[config.mk]
export PLATFORM = sky130hd
export DESIGN_NAME = caf_accept_top
export DESIGN_NICKNAME = d
export VERILOG_FILES = /design/src/inc/caf_pkg.sv /design/src/rtl/caf_mask_set.sv /design/src/rtl/caf_filter_cmp.sv /design/src/rtl/caf_accept_top.sv
export VERILOG_INCLUDE_DIRS = /design/src /design/src/inc
export SDC_FILE = /design/constraint.sdc
export NUM_CORES = 1
export LEC_CHECK = 0
export BUFFER_PORTS_ARGS = -buffer_cell sky130_fd_sc_hd__buf_2
export CAP_MARGIN = 10
export CELL_PAD_IN_SITES_DETAIL_PLACEMENT = 0
export CELL_PAD_IN_SITES_GLOBAL_PLACEMENT = 1
export CORE_ASPECT_RATIO = 1.75
export CORE_UTILIZATION = 29
export CTS_BUF_LIST = sky130_fd_sc_hd__clkbuf_4 sky130_fd_sc_hd__clkbuf_8
export DETAILED_ROUTE_END_ITERATION = 7
export HOLD_SLACK_MARGIN = 0.06
export PLACE_DENSITY_LB_ADDON = 0.1
export RECOVER_POWER = 25
export SLEW_MARGIN = 5
export SYNTH_ARGS = -nofsm -noshare
export SYNTH_HDL_FRONTEND = slang
export SYNTH_HIERARCHICAL = 1
export SYNTH_SLANG_ARGS = --single-unit
[constraint.sdc]
create_clock -name sys_clk_in -period 8.3 [get_ports sys_clk_in]
set_input_delay 0 -clock sys_clk_in [delete_from_list [all_inputs] [get_ports sys_clk_in]]
set_output_delay 0 -clock sys_clk_in [all_outputs]
set_load 0.01 [all_outputs]
[src/inc/caf_map.svh]
// register offsets, field positions and reset values of the acceptance filter
// Overview of operation
// [RULE1] A received extended identifier bit 15..0 matches when it equals the filter bit.
// [RULE2] A one in mask standard bits 15..5 compares that standard identifier bit, a zero ignores it.
// [RULE3] With the type match mode bit (bit 3) set, only frames whose type agrees with the filter's extended select pass.
// [RULE4] With the type match mode clear, a standard frame matches on the standard bits and an extended one on all bits.
// [RULE5] Mask standard bits 1 and 0 include or ignore extended identifier bits 17 and 16.
// [RULE6] Each mask extended bit includes or ignores extended identifier bit 15..0.
// [RULE7] Mask standard bits 4 and 2 read as zero and ignore writes.
// [RULE8] A two-bit source field of 00, 01, 10 picks mask set 0, 1, 2; 11 is reserved.
// [RULE9] Filter k's source field sits at bits 2k+1..2k of the low select register.
// [RULE10] A filter matches only when every enabled bit agrees and the type condition holds.
`ifndef CAF_MAP_SVH
`define CAF_MAP_SVH

`define CAF_ADDR_W        5
`define CAF_FEID_BASE     5'h00
`define CAF_MASK_BASE     5'h10
`define CAF_MSEL_LOW      5'h18
`define CAF_MATCH_STAT    5'h19
`define CAF_MSID_IMPL     16'hFFEB
`define CAF_MSID_SID_LSB  5
`define CAF_MSID_MODE_BIT 3
`define CAF_REG_RESET     16'h0000
`define CAF_MSEL_RESET    16'h0000
`define CAF_NUM_MASKS     3

`endif

[src/inc/caf_pkg.sv]
// types shared by the acceptance filter modules
`default_nettype none
package caf_pkg;
	typedef logic [15:0] caf_word_t;
	typedef logic [10:0] caf_sid_t;
	typedef logic [17:0] caf_eid_t;
	typedef enum logic [1:0]
	{
		CAF_SRC_MASK0,
		CAF_SRC_MASK1,
		CAF_SRC_MASK2,
		CAF_SRC_RSVD
	} caf_mask_src_t;
endpackage
`default_nettype wire

[src/rtl/caf_mask_set.sv]
// one acceptance mask set: standard and extended mask registers
`include "caf_map.svh"
`default_nettype none
module caf_mask_set
	import caf_pkg::*;
(
	input  wire logic      clk_in,
	input  wire logic      rst_n_in,
	input  wire logic      wr_sid_in,
	input  wire logic      wr_eid_in,
	input  wire caf_word_t wr_data_in,
	output caf_word_t      msid_out,
	output caf_word_t      meid_out
);
	// unimplemented bits never store, so they read back zero
	always_ff @(posedge clk_in or negedge rst_n_in)
	begin
		if (!rst_n_in)
			msid_out <= `CAF_REG_RESET;
		else if (wr_sid_in)
			msid_out <= wr_data_in & `CAF_MSID_IMPL; // [RULE7]
	end

	// extended mask, all 16 bits live
	always_ff @(posedge clk_in or negedge rst_n_in)
	begin
		if (!rst_n_in)
			meid_out <= `CAF_REG_RESET;
		else if (wr_eid_in)
			meid_out <= wr_data_in;
	end
endmodule
`default_nettype wire

[src/rtl/caf_filter_cmp.sv]
// masked identifier compare for one filter
`include "caf_map.svh"
`default_nettype none
module caf_filter_cmp
	import caf_pkg::*;
(
	input  wire caf_sid_t      rx_sid_in,
	input  wire caf_eid_t      rx_eid_in,
	input  wire logic          rx_ext_in,
	input  wire caf_sid_t      filt_sid_in,
	input  wire caf_eid_t      filt_eid_in,
	input  wire logic          filt_ext_sel_in,
	input  wire caf_mask_src_t src_in,
	input  wire caf_word_t     msid_in,
	input  wire caf_word_t     meid_in,
	output logic               hit_out
);
	caf_sid_t sid_care;
	caf_eid_t eid_care;
	logic     sid_ok;
	logic     eid_ok;
	logic     type_mode;

	// mask bits pick which identifier bits take part
	assign sid_care  = msid_in[15:`CAF_MSID_SID_LSB];                // [RULE2]
	assign eid_care  = {msid_in[1:0], meid_in};                 // [RULE5] [RULE6]
	assign sid_ok    = ((rx_sid_in ^ filt_sid_in) & sid_care) == '0;
	assign eid_ok    = ((rx_eid_in ^ filt_eid_in) & eid_care) == '0; // [RULE1]
	assign type_mode = msid_in[`CAF_MSID_MODE_BIT];

	// reserved source never matches, so software slips stay harmless
	always_comb
	begin
		hit_out = 1'b0;
		if (src_in != CAF_SRC_RSVD)                                 // [RULE8]
		begin
			if (type_mode && (rx_ext_in != filt_ext_sel_in))       // [RULE3]
				hit_out = 1'b0;
			else if (rx_ext_in)
				hit_out = sid_ok && eid_ok;                         // [RULE4]
			else
				hit_out = sid_ok;                                   // [RULE10]
		end
	end
endmodule
`default_nettype wire

[src/rtl/caf_accept_top.sv]
// acceptance filter and mask logic with its register port
`include "caf_map.svh"
`default_nettype none
module caf_accept_top
	import caf_pkg::*;
#(
	parameter int NUM_FILT = 8
)
(
	input  wire logic                     sys_clk_in,
	input  wire logic                     rst_n_in,
	input  wire logic [`CAF_ADDR_W-1:0]   addr_in,
	input  wire caf_word_t                wr_data_in,
	input  wire logic                     wr_strobe_in,
	input  wire logic                     rd_strobe_in,
	output caf_word_t                     rd_data_out,
	input  wire logic                     rx_valid_in,
	input  wire caf_sid_t                 rx_sid_in,
	input  wire caf_eid_t                 rx_eid_in,
	input  wire logic                     rx_ext_in,
	input  wire logic [NUM_FILT*11-1:0]   filt_sid_in,
	input  wire logic [NUM_FILT*2-1:0]    filt_eid_hi_in,
	input  wire logic [NUM_FILT-1:0]      filt_ext_sel_in,
	output logic [NUM_FILT-1:0]           match_out,
	output logic                          match_valid_out
);
	logic          rst_sync1;
	logic          rst_n;
	caf_word_t     filt_eid_lo [NUM_FILT];
	caf_word_t     mask_sel;
	caf_word_t     msid [`CAF_NUM_MASKS];
	caf_word_t     meid [`CAF_NUM_MASKS];
	caf_word_t     sel_msid [NUM_FILT];
	caf_word_t     sel_meid [NUM_FILT];
	caf_mask_src_t src [NUM_FILT];
	logic [NUM_FILT-1:0] next_match;
	logic          is_mask;
	logic [1:0]    mask_idx;
	caf_word_t     next_rd;

	// reset asserts at once and releases through two flops
	always_ff @(posedge sys_clk_in or negedge rst_n_in)
	begin
		if (!rst_n_in)
		begin
			rst_sync1 <= 1'b0;
			rst_n     <= 1'b0;
		end
		else
		begin
			rst_sync1 <= 1'b1;
			rst_n     <= rst_sync1;
		end
	end

	// address decode for the three mask sets
	assign is_mask  = addr_in[4:3] == 2'b10;
	assign mask_idx = addr_in[2:1];

	// filter extended identifier bits, one word per filter
	always_ff @(posedge sys_clk_in or negedge rst_n)
	begin
		if (!rst_n)
		begin
			for (int k = 0; k < NUM_FILT; k++)
				filt_eid_lo[k] <= `CAF_REG_RESET;
		end
		else if (wr_strobe_in && addr_in < 5'(NUM_FILT))
			filt_eid_lo[addr_in[2:0]] <= wr_data_in;
	end

	// mask source select for filters 0..7
	always_ff @(posedge sys_clk_in or negedge rst_n)
	begin
		if (!rst_n)
			mask_sel <= `CAF_MSEL_RESET;
		else if (wr_strobe_in && addr_in == `CAF_MSEL_LOW)
			mask_sel <= wr_data_in;
	end

	// mask sets live in their own module, one instance each
	for (genvar m = 0; m < `CAF_NUM_MASKS; m++)
	begin : g_mask
		caf_mask_set u_set
		(
			.clk_in     (sys_clk_in),
			.rst_n_in   (rst_n),
			.wr_sid_in  (wr_strobe_in && is_mask && mask_idx == 2'(m)
				&& !addr_in[0]),
			.wr_eid_in  (wr_strobe_in && is_mask && mask_idx == 2'(m)
				&& addr_in[0]),
			.wr_data_in (wr_data_in),
			.msid_out   (msid[m]),
			.meid_out   (meid[m])
		);
	end

	// per filter: pick the mask set and compare
	for (genvar k = 0; k < NUM_FILT; k++)
	begin : g_filt
		assign src[k] = caf_mask_src_t'(mask_sel[2*k+1:2*k]); // [RULE9]
		// reserved code falls back to set 0 here; the compare rejects it
		assign sel_msid[k] = (src[k] == CAF_SRC_MASK1) ? msid[1] :
			(src[k] == CAF_SRC_MASK2) ? msid[2] : msid[0];     // [RULE8]
		assign sel_meid[k] = (src[k] == CAF_SRC_MASK1) ? meid[1] :
			(src[k] == CAF_SRC_MASK2) ? meid[2] : meid[0];
		caf_filter_cmp u_cmp
		(
			.rx_sid_in       (rx_sid_in),
			.rx_eid_in       (rx_eid_in),
			.rx_ext_in       (rx_ext_in),
			.filt_sid_in     (filt_sid_in[11*k+10:11*k]),
			.filt_eid_in     ({filt_eid_hi_in[2*k+1:2*k], filt_eid_lo[k]}),
			.filt_ext_sel_in (filt_ext_sel_in[k]),
			.src_in          (src[k]),
			.msid_in         (sel_msid[k]),
			.meid_in         (sel_meid[k]),
			.hit_out         (next_match[k])
		);
	end

	// result stands for one cycle after each received identifier
	always_ff @(posedge sys_clk_in or negedge rst_n)
	begin
		if (!rst_n)
		begin
			match_out       <= '0;
			match_valid_out <= 1'b0;
		end
		else
		begin
			match_valid_out <= rx_valid_in;
			match_out       <= rx_valid_in ? next_match : '0; // [RULE10]
		end
	end

	// sticky copy of the last match vector for software to inspect
	logic [NUM_FILT-1:0] last_match;
	always_ff @(posedge sys_clk_in or negedge rst_n)
	begin
		if (!rst_n)
			last_match <= '0;
		else if (match_valid_out)
			last_match <= match_out;
	end

	// read mux; unmapped addresses answer zero
	always_comb
	begin
		next_rd = '0;
		if (addr_in < 5'(NUM_FILT))
			next_rd = filt_eid_lo[addr_in[2:0]];
		else if (is_mask && mask_idx != 2'b11)
			next_rd = addr_in[0] ? meid[mask_idx] : msid[mask_idx]; // [RULE7]
		else if (addr_in == `CAF_MSEL_LOW)
			next_rd = mask_sel;
		else if (addr_in == `CAF_MATCH_STAT)
			next_rd = 16'(last_match);
	end

	// read data stands only in the cycle after the strobe
	always_ff @(posedge sys_clk_in or negedge rst_n)
	begin
		if (!rst_n)
			rd_data_out <= '0;
		else if (rd_strobe_in)
			rd_data_out <= next_rd;
		else
			rd_data_out <= '0;
	end

	// checks on filter 0 against its selected mask set
	caf_word_t m0s;
	caf_word_t m0e;
	assign m0s = sel_msid[0];
	assign m0e = sel_meid[0];

	// every filter, not just filter 0, obeys the miss conditions and the standard frame hit
	for (genvar k = 0; k < NUM_FILT; k++)
	begin : g_chk

	end
endmodule
`default_nettype wire

==> summary.txt, run 1 <==
Run status
  • Run status: complete, but fails checks
  • Failing checks: max-capacitance violations, max-slew violations

Placement
  • RePlAce Congestion: about 1
  • Port bufs: 192
  • DP HPWL: 89.65 mm

Worst setup path
  • Arrival @ worst endpoint: 4.78 ns
  • Reg2reg path depth: 1
  • Worst Setup End Kind: asynchronous set/reset pin
  • Crit-path cells: clkbuf_1
  • Kind of critical path: register to asynchronous set/reset pin
  • CP required: ~8.4 ns
  • Critical path's top delay family: buffers and inverters
  • Critical path depth in cells: 1
  • Worst Setup Start Kind: register
  • Critical-path maximum fanout: 59
  • Max incr delay on CP: ~2.4 ns
  • Buf+Inv Stages, Crit Path: 1
  • Crit path max-delay cell type: clkbuf_1

Cells and area
  • Final nets: 2488
  • Share of layout cells above drive strength 1: 26.38%
  • Post-layout util: 33.22%
  • P&R area growth vs syn: 13.70%

Clock tree
  • Clock-pin slew of the registers on the worst-case setup and hold paths: ~0.060 ns
  • CTS Hold Bufs: 42
  • Clk_lat worst skew: 0.69 ns
  • Htree depth: 2
  • CTS Root Cell: clkbuf_8
  • TritonCTS Buffers: 47
  • CTS resizes: 0
  • Bufs on Longest Clock Path: 3
  • Clk sinks: 269
  • CTS tree: yes
  • Postcts setup bufs: 0

Timing
  • Final setup fails: 0
  • Setup TNS: 0 ns
  • Final Hold Fails: 0
  • Final Cycle Share: 57.05%
  • Max-slew headroom: -116.9%
  • Setup Skew: 0.04972 ns
  • Fmax: 0.2112 GHz
  • Worst-Margin Slew: 3.254 ns
  • Fin. max-slew vios: 126
  • Final min period: 4.735 ns
  • RSZ-0062 raised after global routing: no

Min path
  • Hold Path Stages: 6
  • HP Class: input pin to register

Synth
  • Synth Instances: 2222
  • Yosys warns: 6
  • Synth Area per Inst: 9.274 um2
  • Synthesized area: ~21000 um2

Route
  • Initial detailed-routing violation count: 1649
  • TritonRoute pass-1 iters: 7
  • # DRC: 0
  • Vias per Instance: around 5.9
  • Vias after detailed routing: just under 20000
  • Total Routed Length: 122.8 mm
  • Routed wire per std cell: 37.48 um
  • ANT nets after route: 0

Power and ir drop
  • Cell Pwr Density: 266.5 nW/um2
  • Worst VDD drop: between 100 and 150 uV
  • Cell leakage power: 10.32 nW

Die
  • Die Span Y: 354.6 um
  • Core area: 70530 um2
  • Die area: 72170 um2
  • I/O Pins: 193
  • Rows: 129
  • Starting Density: ~30%
  • Die X: 203.5 um

Global route
  • Pin count of the biggest net entering global routing: 68
  • Antenna violations before repair: 4
  • First-pass GRT wire length: 167.4 mm
  • Number of global-route vias before repair: 19632
  • GR Overflow Total: 0
  • GRT Util Overall: 33.91%

Job
  • Max_cap viols: 3
-- layout make-up --
class / count / area, um2
Fill cell: 7334 / 47100
Multi-Input combinational cell: 1714 / 12760
Sequential cell: 269 / 6736
Timing Repair Buffer: 285 / 1763
Tap cell: 917 / 1147
Clock buffer: 70 / 875.8
Clock inverter: 13 / 123.9
Antenna cell: 6 / 15.01
Inverter: 3 / 11.26
-- metrics by stage --
stage	std cells	worst slack, ns	power [W]	instance area (um2)	hold WS [ns]
after floorplan	2225	0.2482	0.003573	20620	-0.2956
after global placement	3144	3.864	0.004773	21990	-0.2151
after detailed placement	3146	4.530	0.004790	22050	-0.2134
after CTS	3271	3.957	0.006230	23470	0.07304
after global routing	3272	2.683	0.006495	23420	0.1177
final	3277	3.565	0.006244	23430	0.09762
-- registers in the layout (all words and copies together), names as in the netlist --
name                   flops
match_valid_out            1
match_out                  8
filt_eid_lo              128
mask_sel                  16
g_mask.u_set/msid_out     42
rd_data_out               16
rst_n                      1
g_mask.u_set/meid_out     48
rst_sync1                  1
last_match                 8
-- cell usage in the layout (no fill, tap or decap), types with 8 or more instances in the layout --
master         count
buf_4             47
mux2_4            30
mux2i_1           83
a221oi_1          21
clkbuf_8          56
a22o_1            25
clkinv_2           8
nor2_1           410
mux2_1            14
a21oi_1           64
nand4_1            8
nand2_1           22
mux2_2           222
xor2_1           240
clkbuf_1          29
mux4_2            12
a211oi_1          60
a22oi_1           64
nand3_1           22
o21ai_0           16
clkbuf_4          14
and3_1             8
and2_1             9
dlygate4sd3_1     42
buf_2            165
o22ai_1          214
a221oi_2          24
a211oi_2           8
dfrtp_1          267
nand2b_1          20
a222oi_1           8
nor2b_1           46
-- routing by layer --
metal	global-route usage (%)	vias up	part of all wire [%]
met5	0	-	0
met2	60.23	1029	50
met1	35.56	9654	35
li1	-	8243	-
met3	5.417	341	6.0
met4	25.85	0	8.8
-- power by group --
part           internal (W)  switching (W)
combinational       0.00106        0.00161
sequential          0.00154       0.000664
clock              0.000737       0.000636
-- path summary, 6_finish.rpt --
check / startpoint / to / slack (ns)
setup / recovery: rst_n / g_mask[1].u_set/meid_out[9] / 3.56
hold / removal: filt_sid_in[36] / match_out[3] / 0.1
setup reg to reg: rst_n / g_mask[1].u_set/meid_out[9] / 3.56
hold reg to reg: rst_sync1 / rst_n / 0.35
max in group sys_clk_in: mask_sel[1] / match_out[0] / 3.94
min in group asynchronous: rst_n_in / rst_sync1 / 0.17
No activity file was read; power rests on OpenSTA's default activity.
==> inputs of run 2 (changes only) <==
clock period = 4.8 ns   (was 8.3 ns; I/O delays follow)
==> run 2 against run 1 <==
Effect of this change:
- the flow still finishes with violations (max-capacitance violations, max-slew violations)
- first-iteration DRC count fell by 5.2%
- die area did not move
- final cell count fell by 0.12%
- setup slack got worse by 3.4 ns
- via count fell by 0.71%
- clock-buffer cell count fell by 3
- largest cell class unchanged
==> summary.txt, run 2 (same netlist as run 1, synthesis figures left out) <==
Run status
  • Failing checks: max-capacitance violations, max-slew violations
  • Run status: complete, but fails checks

Clock tree
  • CTS tree: yes
  • Clock-pin slew of the registers on the worst-case setup and hold paths: 0.08 ns
  • Clk_lat worst skew: 0.64 ns
  • TritonCTS Buffers: 46
  • Htree depth: 2
  • Bufs on Longest Clock Path: 3
  • Clk sinks: 269
  • CTS Root Cell: clkbuf_8

Worst setup path
  • Setup crit start: mask_sel[3]
  • Crit-path cells: nand2b_1 -> buf_4 -> nand2_2 -> nor2_1 -> nor2_1 -> a22oi_1 -> and3_1 -> nand4_1 -> a211oi_2 -> dlygate4sd3_1 -> and2_1
  • Critical path's top delay family: simple AND/OR/NAND/NOR gates
  • Critical path depth in cells: 11
  • Worst Setup End Kind: register
  • Worst setup endpoint: match_out[1]
  • Reg2reg setup slack: approximately 0.17 ns
  • Max incr delay on CP: 0.76 ns
  • Critical-path maximum fanout: 29
  • R2R Path Start: mask_sel[3]
  • Reg2Reg Capture Point: match_out[1]
  • Most common cell on crit path: nor2_1
  • Buf+Inv Stages, Crit Path: 2
  • CP required: approximately 5.4 ns
  • Reg2reg path depth: 11
  • Kind of critical path: register to register
  • Arrival @ worst endpoint: 5.19 ns
  • Worst Setup Start Kind: register
  • Crit path max-delay cell type: a22oi_1

Die
  • Die Span Y: 354.6 um
  • I/O Pins: 193
  • Rows: about 130
  • Die X: 203.5 um
  • Starting Density: 29.21%
  • Core area: 70530 um2
  • Die area: 72170 um2

Route
  • ANT nets after route: 0
  • Vias per Instance: 5.845
  • TritonRoute pass-1 iters: 6
  • # DRC: 0
  • Initial detailed-routing violation count: 1564
  • Vias after detailed routing: ~19000
  • Total Routed Length: 117.1 mm
  • Routed wire per std cell: 35.77 um

Cells and area
  • Leading cell type in the layout, fill and taps excluded: nor2_1
  • Most frequent cells in the layout: 409 x nor2_1, 266 x dfrtp_1, 240 x xor2_1
  • Area of the multi-input gates: around 13000 um2
  • Share of layout cells above drive strength 1: between 20% and 30%
  • Layout fillers: 7309
  • P&R area growth vs syn: 13.88%
  • Final cell count without fillers: 3273
  • Max reg flops: between 100 and 150
  • Top Registers: filt_eid_lo: 128 flops, g_mask.u_set/meid_out: 48 flops, g_mask.u_set/msid_out: 42 flops
  • Post-route cell area: around 23000 um2
  • Top reg by flops: filt_eid_lo
  • Final nets: 2485
  • Register area: 6740 um2

Power and ir drop
  • Cell Pwr Density: 462.4 nW/um2
  • Internal power: 0.005900 W
  • Switching pwr: about 0.0049 W
  • Cell leakage power: 10.36 nW
  • Worst VDD drop: 166.4 uV
  • Clock Power Share: between 20% and 30%
  • Combinational share of power: 42.2%
  • Seq pwr share: 34.7%
  • Net Sw Frac: 45.62%

Min path
  • HP Class: input pin to register

Placement
  • Port bufs: roughly 190
  • Cell count after placement: 3148
  • DP HPWL: between 80 and 90 mm
  • Placed inst area: roughly 22000 um2
  • RePlAce Congestion: 1.001

Timing
  • Max-slew headroom: -138.8%
  • Final Cycle Share: 96.43%
  • Final setup fails: 0
  • Hold Slack: 0.1240 ns
  • Fmax: 0.2160 GHz
  • Setup Skew: 0.05536 ns
  • Setup TNS: 0 ns
  • Final Hold Fails: 0
  • Final min period: approximately 4.6 ns
  • Fin. max-slew vios: 131
  • Worst-Margin Slew: 3.582 ns
  • RSZ-0062 raised after global routing: no

Global route
  • First-pass GRT wire length: 161.0 mm
  • Pin count of the biggest net entering global routing: 138
  • Number of global-route vias before repair: 19438
  • GR Overflow Total: 0
  • GRT Util Overall: 32.12%
  • Antenna violations before repair: 10

Job
  • Max_cap viols: 1
==> run 2: cell types whose count changed in the layout (fill, tap and decap cells not counted), sizes merged <==
cell and change:
clkinv -1, inv -1, dlygate4sd3 -4, bufinv +3
buf +12, clkbuf -13
==> run 2: per-layer routing <==
metal,track usage [%],share of wire (%)
met2,57.26,50
met4,25.17,9.0
met3,3.737,5.1
met5,0,0.038
met1,34.10,35
==> run 2: worst min-delay path by stage <==
stage,startpoint,end,cells after the start
2_1_floorplan,rst_n_in,rst_n,0
3_3_place_gp,rst_n_in,rst_sync1,1
3_5_place_dp,rst_n_in,rst_sync1,1
4_1_cts,filt_sid_in[73],match_out[6],6
5_1_grt,filt_sid_in[73],match_out[6],6
6_report,filt_sid_in[52],match_out[4],6
==> run 2: power groups by stage <==
stage	clock network [W]	registers, W	logic [W]
6_report	0.00251	0.00377	0.00458
5_1_grt	0.00265	0.00379	0.00483
4_1_cts	0.00257	0.00374	0.00448
3_5_place_dp	0	0.00379	0.00440
3_3_place_gp	0	0.00378	0.00441
2_1_floorplan	0	0.00298	0.00319
==> run 2: what timing repair did <==
item | 4_1_cts | 5_1_grt
hold endpoints to repair | 230 | 0
hold buffers | 38 | 0
setup endpoints to repair | 0 | 1
buffers inserted | 0 | 0
gates resized for setup | 0 | 1
==> run 2: tightest hold or removal path, stage by stage <==
cell and delay (ns):
buf_2 0.09, xor2_1 0.15, a22oi_1 0.08, nand3_1 0.17, a211oi_2 0.09, and2_1 0.15
==> run 2: area by class of cell <==
cell class              count  area share, %
repair buffers            283          7.369
multi-input cells        1714          54.37
inverters                   3        0.04799
diodes                      6        0.06398
well taps                 917          4.889
clock inverters            14         0.8691
flip-flops and latches    269          28.72
clock buffers              67          3.663
==> run 2: stage by stage <==
step	utilization [%]	total power, W	setup WS, ns
detailed placement	31.25	0.008190	0.6219
floorplan	-	0.006176	0.3899
global placement	31.25	0.008186	0.5916
global route	33.27	0.01127	0.04741
finish	33.27	0.01085	0.1712
CTS	33.30	0.01080	0.04869
